**src/ssc_pkg.sv**
```systemverilog
// package: register map, field layout, reset values and timing of the serial channel block
package ssc_pkg;
    localparam int AW = 8;
    localparam int DW = 32;
    localparam int NCH = 2;
    localparam int FIFO_W = 8;
    localparam int FIFO_D = 16;
    localparam int BITS = 8;
    // ****************************************
    // register byte offsets
    // ****************************************
    localparam logic [AW-1:0] OFF_MASK = 8'h00;
    localparam logic [AW-1:0] OFF_STOP = 8'h04;
    localparam logic [AW-1:0] OFF_START = 8'h08;
    localparam logic [AW-1:0] OFF_IRQ = 8'h0c;
    localparam logic [AW-1:0] OFF_CFG0 = 8'h10;
    localparam logic [AW-1:0] OFF_CFG1 = 8'h14;
    localparam logic [AW-1:0] OFF_MODE0 = 8'h18;
    localparam logic [AW-1:0] OFF_MODE1 = 8'h1c;
    localparam logic [AW-1:0] OFF_STAT0 = 8'h20;
    localparam logic [AW-1:0] OFF_STAT1 = 8'h24;
    localparam logic [AW-1:0] OFF_TXD = 8'h28;
    localparam logic [AW-1:0] OFF_RXD = 8'h2c;
    localparam logic [AW-1:0] OFF_RATE = 8'h30;
    // ****************************************
    // field positions
    // ****************************************
    localparam int IRQ_BIT = 3;
    localparam int MASK_BIT = 3;
    localparam int TXE_BIT = 15;
    localparam int RXE_BIT = 14;
    localparam int SRC_BIT = 0;
    localparam int SIS_BIT = 6;
    localparam int STS_BIT = 8;
    localparam int TSF_BIT = 6;
    localparam int BFF_BIT = 5;
    // ****************************************
    // reset values and write masks
    // ****************************************
    localparam logic [7:0] MASK_RST = 8'hff;
    localparam logic [15:0] CFG_RST = 16'h0007;
    localparam logic [15:0] CFG_FIX = 16'h0004;
    localparam logic [15:0] MODE_RST = 16'h0020;
    localparam logic [15:0] MODE0_WMASK = 16'hc007;
    localparam logic [15:0] MODE1_WMASK = 16'hc147;
    localparam logic [11:0] RATE_RST = 12'h3e8;
    localparam logic [11:0] RATE_MIN = 12'h0c8;
    localparam logic [11:0] RATE_MAX = 12'h7d0;
    localparam int CLK_KHZ = 125000;
    localparam logic [1:0] RESP_OK = 2'b00;
    localparam logic [1:0] RESP_ERR = 2'b10;
    typedef enum logic [1:0] {
        ST_IDLE = 2'b00,
        ST_LOAD = 2'b01,
        ST_SHIFT = 2'b11,
        ST_DONE = 2'b10
    } ssc_state_t;
endpackage

```
**src/ssc_top.sv**
```systemverilog
// serial channel control: transmit fifo, bus slave, channel triggers and shifter
// Behaviour
// - per-channel source bit: 0 flags transfer end, 1 flags transmit buffer empty
// - writing 1 to a stop bit clears that channel's enable and halts it
// - writing 1 to a start bit sets that channel's enable, waiting for data
// - config bits 15 and 14 pick off, receive, transmit or full duplex
// - irq request register bit 3 reads 1 while a request is pending
// - irq mask register bit 3: 0 lets the request out, 1 blocks it
// - two channels, each trigger bit at its channel number
// - inversion and start select exist only in channel 1 mode register
// - transfer rate configurable 200 to 2000 kbps, default 1000 kbps
// - status bit 6 reads 1 while that channel's transfer is in progress
//
// The AXI4-Lite slave port and the register addresses were chosen for this implementation.
module ssc_fifo #(parameter int W = 8, parameter int D = 16) (
    input wire logic clk,
    input wire logic rstn,
    input wire logic [W-1:0] in_data,
    input wire logic in_valid,
    output logic in_ready,
    output logic [W-1:0] out_data,
    output logic out_valid,
    input wire logic out_ready
);
    localparam int PW = $clog2(D);
    logic [W-1:0] mem [D];
    logic [PW:0] wp_r, rp_r, wp_nxt, rp_nxt;
    logic push, pop;
    always_comb begin
        in_ready = (wp_r - rp_r) != (PW+1)'(D);
        out_valid = wp_r != rp_r;
        out_data = mem[rp_r[PW-1:0]];
        push = in_valid && in_ready;
        pop = out_valid && out_ready;
        wp_nxt = wp_r + {{PW{1'b0}}, push};
        rp_nxt = rp_r + {{PW{1'b0}}, pop};
    end
    always_ff @(posedge clk or negedge rstn) begin
        if (!rstn) begin
            wp_r <= '0;
            rp_r <= '0;
        end else begin
            wp_r <= wp_nxt;
            rp_r <= rp_nxt;
        end
    end
    always_ff @(posedge clk) begin
        if (push) begin
            mem[wp_r[PW-1:0]] <= in_data;
        end
    end
endmodule

module ssc_top (
    input wire logic sys_clk,
    input wire logic rstn,
    input wire logic [ssc_pkg::AW-1:0] s_axi_awaddr,
    input wire logic s_axi_awvalid,
    output logic s_axi_awready,
    input wire logic [ssc_pkg::DW-1:0] s_axi_wdata,
    input wire logic [3:0] s_axi_wstrb,
    input wire logic s_axi_wvalid,
    output logic s_axi_wready,
    output logic [1:0] s_axi_bresp,
    output logic s_axi_bvalid,
    input wire logic s_axi_bready,
    input wire logic [ssc_pkg::AW-1:0] s_axi_araddr,
    input wire logic s_axi_arvalid,
    output logic s_axi_arready,
    output logic [ssc_pkg::DW-1:0] s_axi_rdata,
    output logic [1:0] s_axi_rresp,
    output logic s_axi_rvalid,
    input wire logic s_axi_rready,
    output logic ser_clk,
    output logic ser_dout,
    input wire logic ser_din,
    output logic irq
);
    import ssc_pkg::*;

    // ****************************************
    // bus slave
    // ****************************************
    logic aw_full_r, aw_full_nxt, w_full_r, w_full_nxt;
    logic [AW-1:0] wa, wa_nxt;
    logic [DW-1:0] wd, wd_nxt, rdata_r, rdata_nxt, rd_c;
    logic [3:0] ws, ws_nxt;
    logic awready_r, wready_r, bvalid_r, bvalid_nxt, arready_r, rvalid_r, rvalid_nxt;
    logic [1:0] bresp_r, bresp_nxt, rresp_r, rresp_nxt;
    logic wr_go, rd_go, fifo_in_ready, fifo_out_valid, fifo_pop;
    logic [7:0] fifo_dout;
    logic [15:0] lane_m;

    function automatic logic mapped(input logic [AW-1:0] a);
        return a inside {OFF_MASK, OFF_STOP, OFF_START, OFF_IRQ, OFF_CFG0, OFF_CFG1,
                         OFF_MODE0, OFF_MODE1, OFF_STAT0, OFF_STAT1, OFF_TXD, OFF_RXD,
                         OFF_RATE};
    endfunction

    always_comb begin
        // a full fifo holds the write off, stalling the master
        wr_go = aw_full_r && w_full_r && !bvalid_r && (wa != OFF_TXD || fifo_in_ready);
        rd_go = s_axi_arvalid && arready_r;
        aw_full_nxt = wr_go ? 1'b0 : (aw_full_r || (s_axi_awvalid && awready_r));
        w_full_nxt = wr_go ? 1'b0 : (w_full_r || (s_axi_wvalid && wready_r));
        wa_nxt = (s_axi_awvalid && awready_r) ? s_axi_awaddr : wa;
        wd_nxt = (s_axi_wvalid && wready_r) ? s_axi_wdata : wd;
        ws_nxt = (s_axi_wvalid && wready_r) ? s_axi_wstrb : ws;
        bvalid_nxt = wr_go || (bvalid_r && !s_axi_bready);
        bresp_nxt = wr_go ? (mapped(wa) ? RESP_OK : RESP_ERR) : bresp_r;
        rvalid_nxt = rd_go || (rvalid_r && !s_axi_rready);
        rresp_nxt = rd_go ? (mapped(s_axi_araddr) ? RESP_OK : RESP_ERR) : rresp_r;
        rdata_nxt = rd_go ? rd_c : rdata_r;
        lane_m = {{8{ws[1]}}, {8{ws[0]}}};
    end

    always_ff @(posedge sys_clk or negedge rstn) begin
        if (!rstn) begin
            aw_full_r <= 1'b0;
            w_full_r <= 1'b0;
            wa <= '0;
            wd <= '0;
            ws <= '0;
            awready_r <= 1'b0;
            wready_r <= 1'b0;
            bvalid_r <= 1'b0;
            bresp_r <= RESP_OK;
            arready_r <= 1'b0;
            rvalid_r <= 1'b0;
            rresp_r <= RESP_OK;
            rdata_r <= '0;
        end else begin
            aw_full_r <= aw_full_nxt;
            w_full_r <= w_full_nxt;
            wa <= wa_nxt;
            wd <= wd_nxt;
            ws <= ws_nxt;
            awready_r <= !aw_full_nxt;
            wready_r <= !w_full_nxt;
            bvalid_r <= bvalid_nxt;
            bresp_r <= bresp_nxt;
            arready_r <= !rvalid_nxt;
            rvalid_r <= rvalid_nxt;
            rresp_r <= rresp_nxt;
            rdata_r <= rdata_nxt;
        end
    end

    ssc_fifo #(.W(FIFO_W), .D(FIFO_D)) u_txq (
        .clk(sys_clk),
        .rstn(rstn),
        .in_data(wd[7:0]),
        .in_valid(wr_go && wa == OFF_TXD && ws[0]),
        .in_ready(fifo_in_ready),
        .out_data(fifo_dout),
        .out_valid(fifo_out_valid),
        .out_ready(fifo_pop)
    );

    // ****************************************
    // control registers
    // ****************************************
    logic [7:0] mask_r, mask_nxt, rx_r, rx_nxt;
    logic [NCH-1:0] en_r, en_nxt, tsf;
    logic [NCH-1:0][15:0] cfg_r, cfg_nxt, mode_r, mode_nxt;
    logic [11:0] rate_r, rate_nxt, rate_w;
    logic flag_r, flag_nxt, rxf_r, rxf_nxt, irq_r, ev;
    ssc_state_t st_r, st_nxt;
    logic chan_r, chan_nxt;
    logic [7:0] sh_r, sh_nxt;

    always_comb begin
        mask_nxt = (wr_go && wa == OFF_MASK && ws[0]) ? wd[7:0] : mask_r;
        for (int i = 0; i < NCH; i++) begin
            en_nxt[i] = en_r[i];
            if (wr_go && wa == OFF_START && ws[0] && wd[i]) en_nxt[i] = 1'b1;
            if (wr_go && wa == OFF_STOP && ws[0] && wd[i]) en_nxt[i] = 1'b0;
            cfg_nxt[i] = cfg_r[i];
            if (wr_go && wa == OFF_CFG0 + AW'(4 * i)) begin
                cfg_nxt[i] = (cfg_r[i] & ~lane_m) | (wd[15:0] & lane_m) | CFG_FIX;
            end
            mode_nxt[i] = mode_r[i];
            if (wr_go && wa == OFF_MODE0 + AW'(4 * i)) begin
                // channel 0 keeps inversion and start select fixed
                mode_nxt[i] = (mode_r[i] & ~(lane_m & (i == 0 ? MODE0_WMASK : MODE1_WMASK)))
                    | (wd[15:0] & lane_m & (i == 0 ? MODE0_WMASK : MODE1_WMASK));
            end
            tsf[i] = st_r != ST_IDLE && chan_r == 1'(i);
        end
        rate_w = (rate_r & ~lane_m[11:0]) | (wd[11:0] & lane_m[11:0]);
        rate_nxt = rate_r;
        if (wr_go && wa == OFF_RATE) begin
            // out-of-range rates clamp so the divider stays inside its span
            rate_nxt = rate_w < RATE_MIN ? RATE_MIN : (rate_w > RATE_MAX ? RATE_MAX : rate_w);
        end
        flag_nxt = (wr_go && wa == OFF_IRQ && ws[0]) ? wd[IRQ_BIT] : flag_r;
        if (ev) flag_nxt = 1'b1;
        rx_nxt = rx_r;
        rxf_nxt = rxf_r;
        if (rd_go && s_axi_araddr == OFF_RXD) rxf_nxt = 1'b0;
        if (st_r == ST_DONE && cfg_r[chan_r][RXE_BIT]) begin
            rx_nxt = sh_r;
            rxf_nxt = 1'b1;
        end
        rd_c = '0;
        case (s_axi_araddr)
            OFF_MASK: rd_c[7:0] = mask_r;
            OFF_IRQ: rd_c[IRQ_BIT] = flag_r;
            OFF_CFG0: rd_c[15:0] = cfg_r[0];
            OFF_CFG1: rd_c[15:0] = cfg_r[1];
            OFF_MODE0: rd_c[15:0] = mode_r[0];
            OFF_MODE1: rd_c[15:0] = mode_r[1];
            OFF_STAT0, OFF_STAT1: begin
                rd_c[TSF_BIT] = tsf[s_axi_araddr == OFF_STAT1];
                rd_c[BFF_BIT] = fifo_out_valid;
            end
            OFF_RXD: rd_c[7:0] = rx_r;
            OFF_RATE: rd_c[11:0] = rate_r;
            default: rd_c = '0;
        endcase
    end

    always_ff @(posedge sys_clk or negedge rstn) begin
        if (!rstn) begin
            mask_r <= MASK_RST;
            en_r <= '0;
            cfg_r <= {NCH{CFG_RST}};
            mode_r <= {NCH{MODE_RST}};
            rate_r <= RATE_RST;
            flag_r <= 1'b0;
            rx_r <= '0;
            rxf_r <= 1'b0;
            irq_r <= 1'b0;
        end else begin
            mask_r <= mask_nxt;
            en_r <= en_nxt;
            cfg_r <= cfg_nxt;
            mode_r <= mode_nxt;
            rate_r <= rate_nxt;
            flag_r <= flag_nxt;
            rx_r <= rx_nxt;
            rxf_r <= rxf_nxt;
            irq_r <= flag_r && !mask_r[MASK_BIT];
        end
    end

    // ****************************************
    // shift engine
    // ****************************************
    logic [3:0] bit_r, bit_nxt;
    logic [8:0] cnt_r, cnt_nxt, half_c;
    logic sclk_r, sclk_nxt, dout_r, dout_nxt, din_s1_r, din_s2_r, din_b, sel, go, txe;

    always_comb begin
        half_c = 9'(CLK_KHZ / (2 * int'(rate_r)));
        sel = !en_r[0];
        go = en_r[sel] && (cfg_r[sel][TXE_BIT] || cfg_r[sel][RXE_BIT]) && fifo_out_valid;
        txe = cfg_r[chan_r][TXE_BIT];
        din_b = din_s2_r ^ (chan_r && mode_r[1][SIS_BIT]);
        // source bit chooses which event raises the request
        ev = mode_r[chan_r][SRC_BIT] ? (st_r == ST_LOAD && !fifo_out_valid)
                                     : (st_r == ST_DONE);
        st_nxt = st_r;
        chan_nxt = chan_r;
        sh_nxt = sh_r;
        bit_nxt = bit_r;
        cnt_nxt = cnt_r;
        sclk_nxt = sclk_r;
        dout_nxt = dout_r;
        fifo_pop = 1'b0;
        case (st_r)
            ST_IDLE: begin
                sclk_nxt = 1'b1;
                if (go) begin
                    fifo_pop = 1'b1;
                    sh_nxt = fifo_dout;
                    chan_nxt = sel;
                    st_nxt = ST_LOAD;
                end
            end
            ST_LOAD: begin
                cnt_nxt = half_c - 9'd1;
                bit_nxt = '0;
                st_nxt = ST_SHIFT;
            end
            ST_SHIFT: begin
                if (!en_r[chan_r]) begin
                    st_nxt = ST_IDLE;
                    sclk_nxt = 1'b1;
                end else if (cnt_r != '0) begin
                    cnt_nxt = cnt_r - 9'd1;
                end else begin
                    cnt_nxt = half_c - 9'd1;
                    sclk_nxt = !sclk_r;
                    if (sclk_r) begin
                        dout_nxt = txe ? sh_r[7] : 1'b1;
                    end else begin
                        sh_nxt = {sh_r[6:0], din_b};
                        bit_nxt = bit_r + 4'd1;
                        if (bit_r == 4'(BITS - 1)) st_nxt = ST_DONE;
                    end
                end
            end
            ST_DONE: st_nxt = ST_IDLE;
            default: st_nxt = ST_IDLE;
        endcase
    end

    always_ff @(posedge sys_clk or negedge rstn) begin
        if (!rstn) begin
            st_r <= ST_IDLE;
            chan_r <= 1'b0;
            sh_r <= '0;
            bit_r <= '0;
            cnt_r <= '0;
            sclk_r <= 1'b1;
            dout_r <= 1'b1;
            din_s1_r <= 1'b0;
            din_s2_r <= 1'b0;
        end else begin
            st_r <= st_nxt;
            chan_r <= chan_nxt;
            sh_r <= sh_nxt;
            bit_r <= bit_nxt;
            cnt_r <= cnt_nxt;
            sclk_r <= sclk_nxt;
            dout_r <= dout_nxt;
            din_s1_r <= ser_din;
            din_s2_r <= din_s1_r;
        end
    end

    always_comb begin
        s_axi_awready = awready_r;
        s_axi_wready = wready_r;
        s_axi_bvalid = bvalid_r;
        s_axi_bresp = bresp_r;
        s_axi_arready = arready_r;
        s_axi_rvalid = rvalid_r;
        s_axi_rresp = rresp_r;
        s_axi_rdata = rdata_r;
        ser_clk = sclk_r;
        ser_dout = dout_r;
        irq = irq_r;
    end
endmodule

```
**config.mk**
```make
export PLATFORM = sky130hd
export DESIGN_NAME = ssc_top
export DESIGN_NICKNAME = d
export VERILOG_FILES = /design/src/ssc_pkg.sv /design/src/ssc_top.sv
export SDC_FILE = /design/constraint.sdc
export NUM_CORES = 1
export LEC_CHECK = 0
export BUFFER_PORTS_ARGS = -buffer_cell sky130_fd_sc_hd__buf_2
export CORE_ASPECT_RATIO = 0.8
export CORE_MARGIN = 2
export CORE_UTILIZATION = 59
export DETAILED_ROUTE_END_ITERATION = 7
export PLACE_DENSITY_LB_ADDON = 0.05
export RECOVER_POWER = 100
export SLEW_MARGIN = 10
export SYNTH_ARGS = -nofsm -noshare
export SYNTH_HDL_FRONTEND = slang
export SYNTH_SLANG_ARGS = --single-unit
```
**constraint.sdc**
```tcl
create_clock -name sys_clk -period 83.1 [get_ports sys_clk]
set_clock_uncertainty 0.2 [all_clocks]
set_input_delay 4.155 -clock sys_clk [delete_from_list [all_inputs] [get_ports sys_clk]]
set_output_delay 4.155 -clock sys_clk [all_outputs]
set_load 0.02 [all_outputs]
```
==> flow_metrics.tcl <==
set metrics [dict create \
    status "finished, violations left" \
    failed_checks "capacitance limit, slew limit" \
    io_buffers 67 \
    max-slew-margin-rel_pct -202.1 \
    gp_congestion 0.9378 \
    dp_hpwl_um 78140 \
    crit_path_max_incr_delay_ns 0.59 \
    viasPerCell 6.552 \
    finalSetupViolations 0 \
    crit_type "reg2reg" \
    htreeDepth 1 \
    endpoint_kind "flop" \
    synth_edf_count 128 \
    ys_ff_latch 291 \
    grt_pass1_vias 30886 \
    cap_violations 5 \
    whs_ns 0.1602 \
    async_flop_share_pct 56.01 \
    synthDistinctLibCells 132 \
    grtUsageTotal_pct 32.39 \
    layout.nets 4706 \
    critical-path-slowest-cell "or4_4" \
    fmax_mhz 12.95 \
    drv_slew 201 \
    syn_inst 4310 \
    ys.warnings.count 0 \
    cp_common_cell "a21o_1" \
    initial_core_util_pct 59.48 \
    synth_area_leaders "edfxtp_1 11%, dfrtp_1 10%, ha_1 10%" \
    grt_max_degree 85 \
    cts_buffer_depth 3 \
    synth_top_area_share_pct 10.89 \
    syn-mean-instance-area_um2 8.191 \
    cts_buffers 27 \
    hp-class "reg2reg" \
    postRouteWirelength_um 102800 \
    antenna_left 0 \
    fin_setup_tns_ns 0 \
    ys.flop_type "dfrtp_1" \
    worst_pin_slew_ns 4.531 \
    cts_tree "built" \
    min_period_ns 77.20 \
    grt_pass1_wl_um 165900 \
    synth-seq-area-share_pct 22.51 \
    die_x_um 277.5 \
    die_area_um2 61820 \
    drc 0 \
    syn-cell-area_um2 35310 \
    placed_cell_area_um2 36620 \
    place_inst 5092 \
    yosysTopAreaCell "edfxtp_1" \
    fp.dieH_um 222.8 \
    cp-start-kind "flop" \
    crit_fanout 16 \
    arrival_ns 77.39 \
    wire_per_inst_um 19.93 \
    ioPinCount 104 \
    syn_to_final_growth_pct 7.226 \
    insertion_delay_ns 0.52 \
    cts_sinks 291 \
    instances_no_fill 5160 \
    drt_iter0_markers 3111 \
    fillCellCount 5291 \
    rows 80 \
    hold_viol_final 0 \
    global_route.overflow_total 0 \
    final_area_um2 37860 \
    vias 33810 \
    drive_gt1_share_pct 12.60 \
    antenna_found_initial 1 \
    root_buffer "clkbuf_16" \
    required_ns 83.29 \
    core_area_um2 59360 \
    clk_pin_slew_ns 0.06 \
    diodes 0 \
    first_pass_iters 6 \
    finalCritPeriodShare_pct 92.89 \
]
[final cells by class]
cell class,count,area (um2),share of cell area (%)
clock buffer,40,767.0,2.026
timing repair buffer,170,1061,2.803
sequential,291,7954,21.01
clock inverter,9,121.4,0.3206
tap,779,974.7,2.575
multi-input combinational,3743,26500,70.00
inverter,128,480.5,1.269
[critical path, delay by kind of cell, from the launching register on]
kind / cells / cell delay, ns
simple gates: 120 / 22.01
compound gates: 214 / 39.65
buf+inv: 20 / 3.10
fa+ha+maj: 30 / 9.52
mux: 5 / 1.13
flops: 1 / 0.51
xor+xnor: 4 / 0.89
[cell usage after synthesis, types with 78 or more instances]
library cell  number
nor3_1           119
ha_1             285
nor2_1           432
edfxtp_1         128
nand2_1          362
clkbuf_1         109
a21o_1           155
dfrtp_1          143
mux2_2           151
o21a_1            78
inv_1            124
o21ai_0          260
a21oi_1          315
xor2_1            84
nand2b_1          85
xnor2_1          140
nand3_1          119
[per-layer routing]
layer	global-route usage (%)	wire, um	vias up	share of wire, %
met4	5.014	1586	0	1.5
met2	48.79	42640	1130	41
met3	3.302	7426	115	7.2
li1	-	-	16478	-
met5	0	0	-	0
met1	50.57	51190	16087	50
[logic make-up (layout without fill, tap and decap cells)]
| group | Yosys count | count (layout) | share of synthesized area, % |
|---|---|---|---|
| flops | 291 | 291 | 22.51 |
| xor+xnor | 226 | 226 | 5.681 |
| mux | 231 | 231 | 8.537 |
| other cells | 1 | 19 | 0.01062 |
| fa+ha+maj | 285 | 285 | 10.10 |
| simple gates | 1594 | 1594 | 22.84 |
| buf+inv | 294 | 347 | 3.431 |
| compound gates | 1388 | 1388 | 26.88 |
[per-stage QoR]
stage          worst slack [ns]  utilization (%)
4_1_cts                   1.742            63.19
3_5_place_dp              2.148            61.69
6_report                  5.904            63.78
5_1_grt                -0.04265            63.78
3_3_place_gp              2.415            61.69
2_1_floorplan             5.283                -
[final timing paths]
kind	start	slack [ns]	end	cells past startpoint
setup / recovery	rate_r[10]	5.90	cnt_r[6]	393
hold / removal	din_s1_r	0.16	din_s2_r	0
setup reg to reg	rate_r[10]	5.90	cnt_r[6]	393
hold reg to reg	din_s1_r	0.16	din_s2_r	0
max in group asynchronous	rstn	71.79	rate_r[10]	2
min in group asynchronous	rstn	5.03	s_axi_rdata[3]	1
[repair_timing]
item	in CTS	in global routing
setup endpoints to repair	0	9
hold buffers	0	0
resized for setup	0	70
buffers inserted	0	19
[layout by cell type (no fill, tap or decap), drive strengths merged, types with 49 or more instances in the layout]
cell type,n
a211oi,50
and3,50
inv,127
o31ai,60
nor3,122
nand2,362
dfrtp,143
xor2,85
o21a,78
a21o,155
o21ai,285
nor2,434
nand2b,85
a31oi,72
nor2b,49
buf,132
a21oi,318
edfxtp,128
nand4,49
xnor2,141
ha,285
clkbuf,78
and2,68
mux2,155
nand3,121
Power is left out: the tool's default activity adds up to more than one toggle a clock period on the data nets, which glitch-free logic cannot reach.
